**src/verilog/iexp_pkg.sv**
```systemverilog
package iexp_pkg;
  localparam logic [3:0] ADDR_FIXED = 4'h4;
  localparam logic [6:0] ADDR_GENERAL_CALL = 7'h00;
  localparam logic [3:0] BITS_PER_BYTE = 4'h8;
  localparam logic [2:0] TX_LAST_BIT = 3'h7;
  localparam logic [7:0] PORT_RESET = 8'hff;
  localparam logic [1:0] BUS_RESET = 2'h3;
  localparam logic [2:0] STRAP_RESET = 3'h0;

  typedef enum logic [7:0] {
    ST_IDLE = 8'h01,
    ST_ADDR = 8'h02,
    ST_ADDR_ACK = 8'h04,
    ST_WR_DATA = 8'h08,
    ST_WR_ACK = 8'h10,
    ST_RD_DATA = 8'h20,
    ST_RD_ACK = 8'h40,
    ST_IGNORE = 8'h80
  } iexp_state_e;

  typedef struct packed {
    logic scl;
    logic sda;
  } iexp_bus_s;

  typedef struct packed {
    logic start;
    logic stop;
    logic scl_rise;
    logic scl_fall;
  } iexp_evt_s;
endpackage

```
**src/verilog/iexp_sync.sv**
```systemverilog
`timescale 1ns/100ps
module iexp_sync import iexp_pkg::*; #(
  parameter int WIDTH = 2,
  parameter logic [WIDTH-1:0] RST_VAL = '0
) (
  // clock and reset
  input wire logic clock_in,
  input wire logic rst_in,
  // raw and filtered levels
  input wire logic [WIDTH-1:0] raw_in,
  output logic [WIDTH-1:0] filt_out
);
  logic [WIDTH-1:0] ff1_q, ff2_q, ff3_q, filt_q;
  logic [WIDTH-1:0] filt_d;

  // a level moves only once the second and third stages agree
  always_comb begin
    filt_d = (ff2_q & ff3_q) | (filt_q & (ff2_q | ff3_q));
  end

  always_ff @(posedge clock_in or posedge rst_in) begin
    if (rst_in) begin
      ff1_q <= RST_VAL;
      ff2_q <= RST_VAL;
      ff3_q <= RST_VAL;
      filt_q <= RST_VAL;
    end else begin
      ff1_q <= raw_in;
      ff2_q <= ff1_q;
      ff3_q <= ff2_q;
      filt_q <= filt_d;
    end
  end

  assign filt_out = filt_q;
endmodule // iexp_sync

```
**src/verilog/iexp_cond.sv**
```systemverilog
`timescale 1ns/100ps
module iexp_cond import iexp_pkg::*; (
  // clock and reset
  input wire logic clock_in,
  input wire logic rst_in,
  // filtered bus levels and decoded events
  input wire iexp_bus_s bus_in,
  output iexp_evt_s evt_out
);
  iexp_bus_s prev_q, prev_d;
  iexp_evt_s evt;

  always_comb begin
    prev_d = bus_in;
    // sda moving while scl stays high is a bus condition
    evt.start = prev_q.scl & bus_in.scl & prev_q.sda & ~bus_in.sda;
    evt.stop = prev_q.scl & bus_in.scl & ~prev_q.sda & bus_in.sda;
    evt.scl_rise = ~prev_q.scl & bus_in.scl;
    evt.scl_fall = prev_q.scl & ~bus_in.scl;
  end

  always_ff @(posedge clock_in or posedge rst_in) begin
    if (rst_in) begin
      prev_q <= BUS_RESET;
    end else begin
      prev_q <= prev_d;
    end
  end

  assign evt_out = evt;
endmodule // iexp_cond

```
**src/verilog/iexp_target.sv**
```systemverilog
`timescale 1ns/100ps
module iexp_target import iexp_pkg::*; (
  // clock and reset
  input wire logic clock_in,
  input wire logic rst_in,
  // serial bus, sda as three signals
  input wire logic scl_in,
  input wire logic sda_in,
  output logic sda_out,
  output logic sda_oe_out,
  // address straps
  input wire logic addr_strap_lsb_in,
  input wire logic addr_strap_mid_in,
  input wire logic addr_strap_msb_in,
  // ports
  input wire logic [7:0] port_low_pins_in,
  input wire logic [7:0] port_high_pins_in,
  output logic [7:0] port_low_pins_out,
  output logic [7:0] port_high_pins_out
);
  iexp_bus_s bus;
  iexp_evt_s evt;
  logic [2:0] strap;
  logic [15:0] pins;

  iexp_state_e state_q, state_d;
  logic [3:0] cnt_q, cnt_d;
  logic [7:0] sh_q, sh_d;
  logic [7:0] pend_q, pend_d;
  logic sel_q, sel_d;
  logic rw_q, rw_d;
  logic oe_q, oe_d;
  logic drv_q;
  logic [7:0] lo_q, lo_d, hi_q, hi_d;
  logic addr_match;

  iexp_sync #(.WIDTH(2), .RST_VAL(BUS_RESET)) u_bus_sync (
    .clock_in(clock_in),
    .rst_in(rst_in),
    .raw_in({scl_in, sda_in}),
    .filt_out(bus)
  );

  // straps and pins are synchronised too; straps are assumed steady in a frame
  iexp_sync #(.WIDTH(19), .RST_VAL({STRAP_RESET, PORT_RESET, PORT_RESET})) u_pin_sync (
    .clock_in(clock_in),
    .rst_in(rst_in),
    .raw_in({addr_strap_msb_in, addr_strap_mid_in, addr_strap_lsb_in,
             port_high_pins_in, port_low_pins_in}),
    .filt_out({strap, pins})
  );

  iexp_cond u_cond (
    .clock_in(clock_in),
    .rst_in(rst_in),
    .bus_in(bus),
    .evt_out(evt)
  );

  // general call can never carry the fixed nibble, but is refused explicitly
  assign addr_match = (sh_q[7:1] == {ADDR_FIXED, strap}) &&
                      (sh_q[7:1] != ADDR_GENERAL_CALL);

  always_comb begin
    state_d = state_q;
    cnt_d = cnt_q;
    sh_d = sh_q;
    pend_d = pend_q;
    sel_d = sel_q;
    rw_d = rw_q;
    oe_d = oe_q;
    lo_d = lo_q;
    hi_d = hi_q;
    if (evt.stop) begin
      state_d = ST_IDLE;
      oe_d = 1'b0;
    end else if (evt.start) begin
      // a repeated start drops the byte in flight
      state_d = ST_ADDR;
      cnt_d = 4'h0;
      sel_d = 1'b0;
      oe_d = 1'b0;
    end else begin
      case (state_q)
        ST_IDLE: begin
          oe_d = 1'b0;
        end
        ST_ADDR: begin
          if (evt.scl_rise) begin
            sh_d = {sh_q[6:0], bus.sda};
            cnt_d = cnt_q + 4'h1;
          end else if (evt.scl_fall && cnt_q == BITS_PER_BYTE) begin
            rw_d = sh_q[0];
            if (addr_match) begin
              state_d = ST_ADDR_ACK;
              oe_d = 1'b1;
            end else begin
              state_d = ST_IGNORE;
            end
          end
        end
        ST_ADDR_ACK: begin
          if (evt.scl_fall) begin
            cnt_d = 4'h0;
            if (rw_q) begin
              state_d = ST_RD_DATA;
              sh_d = pins[7:0];
              sel_d = 1'b1;
              oe_d = ~pins[7];
            end else begin
              state_d = ST_WR_DATA;
              oe_d = 1'b0;
            end
          end
        end
        ST_WR_DATA: begin
          if (evt.scl_rise) begin
            sh_d = {sh_q[6:0], bus.sda};
            cnt_d = cnt_q + 4'h1;
          end else if (evt.scl_fall && cnt_q == BITS_PER_BYTE) begin
            state_d = ST_WR_ACK;
            oe_d = 1'b1;
          end
        end
        ST_WR_ACK: begin
          if (evt.scl_rise) begin
            sel_d = ~sel_q;
            if (sel_q) begin
              lo_d = pend_q;
              hi_d = sh_q;
            end else begin
              pend_d = sh_q;
            end
          end else if (evt.scl_fall) begin
            // ack stays low until scl falls again
            state_d = ST_WR_DATA;
            cnt_d = 4'h0;
            oe_d = 1'b0;
          end
        end
        ST_RD_DATA: begin
          if (evt.scl_fall) begin
            if (cnt_q[2:0] == TX_LAST_BIT) begin
              state_d = ST_RD_ACK;
              oe_d = 1'b0;
            end else begin
              sh_d = {sh_q[6:0], 1'b0};
              cnt_d = cnt_q + 4'h1;
              oe_d = ~sh_q[6];
            end
          end
        end
        ST_RD_ACK: begin
          if (evt.scl_rise) begin
            rw_d = ~bus.sda;
            if (bus.sda) begin
              state_d = ST_IGNORE;
            end
          end else if (evt.scl_fall && rw_q) begin
            state_d = ST_RD_DATA;
            cnt_d = 4'h0;
            sh_d = sel_q ? pins[15:8] : pins[7:0];
            oe_d = sel_q ? ~pins[15] : ~pins[7];
            sel_d = ~sel_q;
          end
        end
        ST_IGNORE: begin
          oe_d = 1'b0;
        end
        default: begin
          state_d = ST_IDLE;
          oe_d = 1'b0;
        end
      endcase
    end
  end

  // ports power up high, serial logic idles
  always_ff @(posedge clock_in or posedge rst_in) begin
    if (rst_in) begin
      state_q <= ST_IDLE;
      cnt_q <= 4'h0;
      sh_q <= 8'h00;
      pend_q <= PORT_RESET;
      sel_q <= 1'b0;
      rw_q <= 1'b0;
      oe_q <= 1'b0;
      drv_q <= 1'b0;
      lo_q <= PORT_RESET;
      hi_q <= PORT_RESET;
    end else begin
      state_q <= state_d;
      cnt_q <= cnt_d;
      sh_q <= sh_d;
      pend_q <= pend_d;
      sel_q <= sel_d;
      rw_q <= rw_d;
      oe_q <= oe_d;
      drv_q <= 1'b0;
      lo_q <= lo_d;
      hi_q <= hi_d;
    end
  end

  // open drain: the driven level is always low
  assign sda_out = drv_q;
  assign sda_oe_out = oe_q;
  assign port_low_pins_out = lo_q;
  assign port_high_pins_out = hi_q;
endmodule // iexp_target

```
**config.mk**
```make
export PLATFORM = sky130hd
export DESIGN_NAME = iexp_target
export DESIGN_NICKNAME = d
export VERILOG_FILES = /design/src/verilog/iexp_pkg.sv /design/src/verilog/iexp_sync.sv /design/src/verilog/iexp_cond.sv /design/src/verilog/iexp_target.sv
export SDC_FILE = /design/constraint.sdc
export NUM_CORES = 1
export LEC_CHECK = 0
export ABC_CLOCK_PERIOD_IN_PS = 3460
export BUFFER_PORTS_ARGS = -buffer_cell sky130_fd_sc_hd__buf_2
export CAP_MARGIN = 5
export CORE_MARGIN = 1
export CORE_UTILIZATION = 50
export DETAILED_ROUTE_END_ITERATION = 7
export GPL_TIMING_DRIVEN = 0
export MAX_ROUTING_LAYER = met4
export PLACE_DENSITY = 0.71
export SYNTH_ARGS = -nofsm -noshare
export SYNTH_HDL_FRONTEND = slang
export SYNTH_SLANG_ARGS = --single-unit
```
**constraint.sdc**
```tcl
create_clock -name clock_in -period 3.46 [get_ports clock_in]
set_input_delay 0.173 -clock clock_in [delete_from_list [all_inputs] [get_ports clock_in]]
set_output_delay 0.173 -clock clock_in [all_outputs]
set_load 0.02 [all_outputs]
```
-- Word-level counts from Yosys, hierarchy flattened
Cells that the tools add are included.
- output and inout bits: 18
- word-level logic and storage cells: 171
- register bits after elaboration: 133
- bitwise operators: 25
- multiplexer cells: 63
- reduce and logical (&&, ||, !) cells: 18
- eq/ne operators: 45
- $add $sub $neg: 1
- operator list (kind ; number):
    $mux 8 ; 23
    $pmux 8 s7 ; 1
    $ne 4x4->1 const B ; 12
    $and 19x19->19 ; 2
    $or 19x19->19 ; 2
    $mux 4 ; 8
    $pmux 8 s4 ; 1
    $mux 1 ; 25
    $ne 3x3->1 const B ; 8
    $pmux 4 s5 ; 1
    $ne 2x2->1 const B ; 9
    $reduce_and 12->1 ; 1
    $reduce_and 11->1 ; 1
    $not 1->1 ; 10
    $reduce_and 10->1 ; 1
    $reduce_and 5->1 ; 2
    $eq 8x1->1 const B ; 1
    $eq 8x2->1 const B ; 1
    $eq 8x3->1 const B ; 1
    $eq 8x4->1 const B ; 1
    $eq 8x5->1 const B ; 1
    $eq 8x6->1 const B ; 1
    $eq 8x7->1 const B ; 1
    $eq 8x8->1 const B ; 1
    other kinds (24) ; 37

-- Longest topological paths before layout
- depth after elaboration: 8
- depth in mapped cells: 8
- mapped depth without buffers: 8

-- Cells and area by module
A second synthesis with hierarchy kept.
- cells, all modules: 354
- area, all modules: 5139.9 sq um
- by module, submodules not included (module ; cells an instance ; area each (sq um) ; instances ; sequential area each (sq um)):
    iexp_target ; 240 ; 2615.0 ; 1 ; 1207.4
    iexp_sync (u_pin_sync) ; 96 ; 2199.6 ; 1 ; 1981.9
    iexp_sync (u_bus_sync) ; 11 ; 236.5 ; 1 ; 210.2
    iexp_cond ; 7 ; 88.8 ; 1 ; 52.6

-- Least setup slack after synthesis
Ideal clock, no wire load.
- path type: register to register
- from: register u_bus_sync.filt_q[0], in the netlist u_bus_sync.filt_out[0]
- to: register state_q[2]
- cell stages (with the launch flop): 8
- arrival time: 1.913 ns
- library setup time: 0.125 ns
- clock period less this slack: 2.038 ns
- required time: 3.335 ns
- setup slack: 1.422 ns
- cell sequence: dfstp_2 > buf_2 > xnor2_2 > nor2_4 > nor2_2 > a221oi_2 > o211a_4 > mux2_4
- word-level cells in the longest chain between the ends: 4
- elaborated cells on any way between the ends: 18
- those cells by class: eq/ne: 12; mux: 2; bitwise: 3; reduce/logical: 1
- RTL lines (what ; RTL line ; source):
    start: declaration ; iexp_sync.sv:13 ; logic [WIDTH-1:0] ff1_q, ff2_q, ff3_q, filt_q;
    start signal: assignment ; iexp_sync.sv:31 ; filt_q <= filt_d;
    $not 1->1 ; iexp_cond.sv:16 ; evt.start = prev_q.scl & bus_in.scl & prev_q.sda & ~bus_in.sda;
    $and 1x1->1 ; iexp_cond.sv:16 ;
    $ne 5x4->1 (no line), or another cell as far along ; -- ;
    $reduce_and 12->1 (no line) or $mux 8 (tied branches) ; -- ;
    end signal: assignment ; iexp_target.sv:192 ; state_q <= state_d;
    end: declaration ; iexp_target.sv:26 ; iexp_state_e state_q, state_d;
Parallel ways exist; a longest one is shown, timed or not.
A chain may end at the register's enable or synchronous reset.

-- Worst setup path in the final report
- from: register state_q[7]
- to: register sh_q[2]
- word-level cells in the longest chain between the ends: 4
- elaborated cells on any way between the ends: 16
- those cells by class: eq/ne: 12; mux: 1; reduce/logical: 3
- RTL lines (what ; RTL line ; source):
    $eq 8x4->1 or $eq 8x2->1 (tied branches) ; iexp_target.sv:84 ; case (state_q)
    $reduce_or 2->1 (no line) ; -- ;
    $ne 2x1->1 (no line) or $reduce_bool 4->1 (tied branches) ; -- ;
    $reduce_and 10->1 (no line) ; -- ;
    end signal: assignment ; iexp_target.sv:183 ; sh_q <= 8'h00;
    end signal: assignment ; iexp_target.sv:194 ; sh_q <= sh_d;
    end: declaration ; iexp_target.sv:28 ; logic [7:0] sh_q, sh_d;
Parallel ways exist; a longest one is shown, timed or not.

==> metrics.txt <==
CTS clock-pin slew for the worst setup and hold paths 0.06 ns; depth of the most critical reg-to-reg path 7; cell leakage power 2.71 nW; global route overflow 0; overall track demand over capacity in global routing 0.207; count of max-cap constraint violations 0; Pins Over Slew Limit 0; number of levels in the clock H-tree 4; Post-Synthesis Mean Instance Area 14.5 um2; number of diodes added for antenna fixing 0; clk sink count 133; Routed Antenna Nets 0; weighted congestion reported at the end of routability-driven placement 0.858; multi-input gate area in the final layout 1690 um2; DRT Pass-1 Iters 6; hold violation count in the final report 0; worst path setup slack after routing 1.01 ns; utilization of the core after routing 0.638; post-synthesis sequential area ratio 0.658; number of placed cells counting well taps 539; clock latency reported for the late side of the worst-skew pair 0.51 ns; port buffer count 39; cell with the biggest individual delay on the critical path sky130_fd_sc_hd__nor3_1; Critical Path Max Stage Delay 0.53 ns; post-route non-filler standard cell count 593; transition time at the pin with the least slew margin 0.660 ns; distinct cell type count after synthesis 60; CTS buffer count 17; initial standard-cell utilization of the core 0.513; WL met1 4730 um; critical path launch point type flop; Longest Clk Path Bufs 2; Resized Gates After CTS 0; Via-to-Cell Ratio 5.17; number of DRC violations after detailed routing 0; Boundary Pins 41; met3 wire length 254 um; top fanout value on the critical path 10; Cell Pwr Density 595 nW/um2; top layer in use met4; count of endpoints failing setup in the final report 0; FP Rows 37; peak clock frequency supported by timing 0.408 GHz; top cells by instance count after synthesis 99 x sky130_fd_sc_hd__dfstp_2, 34 x sky130_fd_sc_hd__dfrtp_1, 29 x sky130_fd_sc_hd__nand2_1; die boundary height 104 um; gate count of the mapped netlist 361; x dimension of the die 104 um; TritonCTS clock tree done; clock period minus final worst setup slack 2.45 ns; Initial DRC Count 148; total via count in the routed design 3,064; Core Region 10,200 um2; syn_nets 387; worst vdd rail ir drop 402 uV; Final nets 470; area delta synth->final 24.3%; sum of met2 wire segment lengths after detailed routing 4730 um; Routed wire per std cell 16.6 um; crit path cell chain nor3_1, nand4_1, a21oi_1, o211ai_2, buf_6, nand2_1, o21ai_0; die area 10,900 um2; number of synthesized flops with an enable pin 0; wire length of the first global-routing pass 16,700 um; overall power consumption 3.88 mW; Hold WC Path Type in2async; half-perimeter wire length of the detailed placement result 6610 um; Post-Place Worst Slack 1.05 ns; Fin Setup TNS 0 ns; layout cell share with drive strength beyond 1 0.508; setup skew after layout 0.00978 ns; post-synth design cell area 5250 um2; CTS Root Buffer Type sky130_fd_sc_hd__clkbuf_8; Req. time, crit path 3.82 ns; number of buffers added for setup after CTS 0; area fraction of the dominant cell type after synthesis 0.495; synth warn 0; share of the clock period used by the worst path after layout 0.709; Critical Path AT 2.82 ns; unrepaired setup endpoints after global routing false; top cell type by total area after synthesis sky130_fd_sc_hd__dfstp_2; type of element capturing the critical path flop; number of antenna violations at the first check in global routing 0; Critical Setup Path Class reg2reg; register bit total from synthesis 133; status completed; Post-synth top flop sky130_fd_sc_hd__dfstp_2; wirelength, routed 9820 um; vias in the first global route 3,184; number of hold buffers added after CTS 22; fillers 740; headroom to the max-slew limit 0.557; storage element area 3450 um2; synth top area cells sky130_fd_sc_hd__dfstp_2 50%, sky130_fd_sc_hd__dfrtp_1 16%, sky130_fd_sc_hd__maj3_1 4.0%; Synth async-reset ratio 1.00; maximum number of pins on one net before global-route repair 45; cell with the most instances after synthesis sky130_fd_sc_hd__dfstp_2
-- logic make-up (layout without fill, tap and decap cells) --
group	Yosys count	after routing	share of synthesized area
flops	133	133	0.658
simple gates	87	87	0.102
compound gates	58	58	0.0822
mux	31	31	0.0751
fa+ha+maj	24	24	0.0472
buf+inv	19	115	0.0205
xor+xnor	8	8	0.0148
other cells	1	1	0.000714
-- per-layer routing --
metal  track usage  up-vias
li1              -     1458
met1         0.275     1537
met2         0.316       57
met3        0.0476       12
met4        0.0704        0
met5             -        -
-- flip-flops by register name, indices dropped and copies added, names as in the netlist, 2 cells and up --
signal and flops:
cnt_q 4, pend_q 8, port_high_pins_out 8, port_low_pins_out 8, sh_q 8, state_q 8, u_bus_sync.ff1_q 2, u_bus_sync.ff2_q 2
u_bus_sync.ff3_q 2, u_bus_sync.filt_out 2, u_cond.prev_q 2, u_pin_sync.ff1_q 19, u_pin_sync.ff2_q 19, u_pin_sync.ff3_q 19, u_pin_sync.filt_out 19
-- metrics by stage --
step	hold WS, ns	instance area, um2
finish	0.280	6530
global route	0.275	6530
CTS	0.272	6530
detailed placement	0.269	5690
global placement	0.277	5620
floorplan	0.177	5250
-- final timing paths --
| path | from | end | slack, ns |
|---|---|---|---|
| max | state_q[7] | sh_q[2] | 1.01 |
| min | rst_in | cnt_q[0] | 0.28 |
| max reg2reg | state_q[7] | sh_q[2] | 1.01 |
| min reg2reg | u_bus_sync.ff1_q[1] | u_bus_sync.ff2_q[1] | 0.35 |
| max in group asynchronous | rst_in | pend_q[0] | 2.26 |
| min in group clock_in | addr_strap_msb_in | u_pin_sync.ff1_q[18] | 0.30 |
-- worst max-delay path: cells and delay by family, from the launching register on --
family / cells / cell delay (ns)
AOI/OAI and AO/OA: 3 / 0.70
DFF: 1 / 0.46
and+or+nand+nor: 3 / 0.95
buffers and inverters: 1 / 0.20
-- cell usage in the layout (no fill, tap or decap), drive strengths merged, types with 3 or more instances in the layout --
cell type    count
mux2i            3
bufinv           3
ha               3
xnor2            5
dfstp           99
nor2            20
nor4             3
o21ai           18
dfrtp           34
nand2           29
inv             15
nand4b           3
nor3             9
mux2            28
xor2             3
dlygate4sd3     22
a22o             8
nand4            4
clkbuf          20
nand3            6
nand2b           3
buf             51
a21oi           11
maj3            21
-- where the power goes --
part / leakage (nW) / internal (mW) / switching, mW
Clock: 0.303 / 1.17 / 0.669
Sequential: 1.48 / 1.70 / 0.0916
Combinational: 0.928 / 0.118 / 0.137
Total: 2.71 / 2.99 / 0.898
-- final cells by class --
cell class                      instances  share of cell area
Buffer                                  9              0.0107
Tap cell                              136              0.0261
Clock buffer                           20              0.0700
Inverter                               10             0.00633
Sequential cell                       133               0.529
Clock inverter                         12              0.0247
Multi-Input combinational cell        209               0.259
Timing Repair Buffer                   64              0.0740
Power figures use the tool's default switching activity.
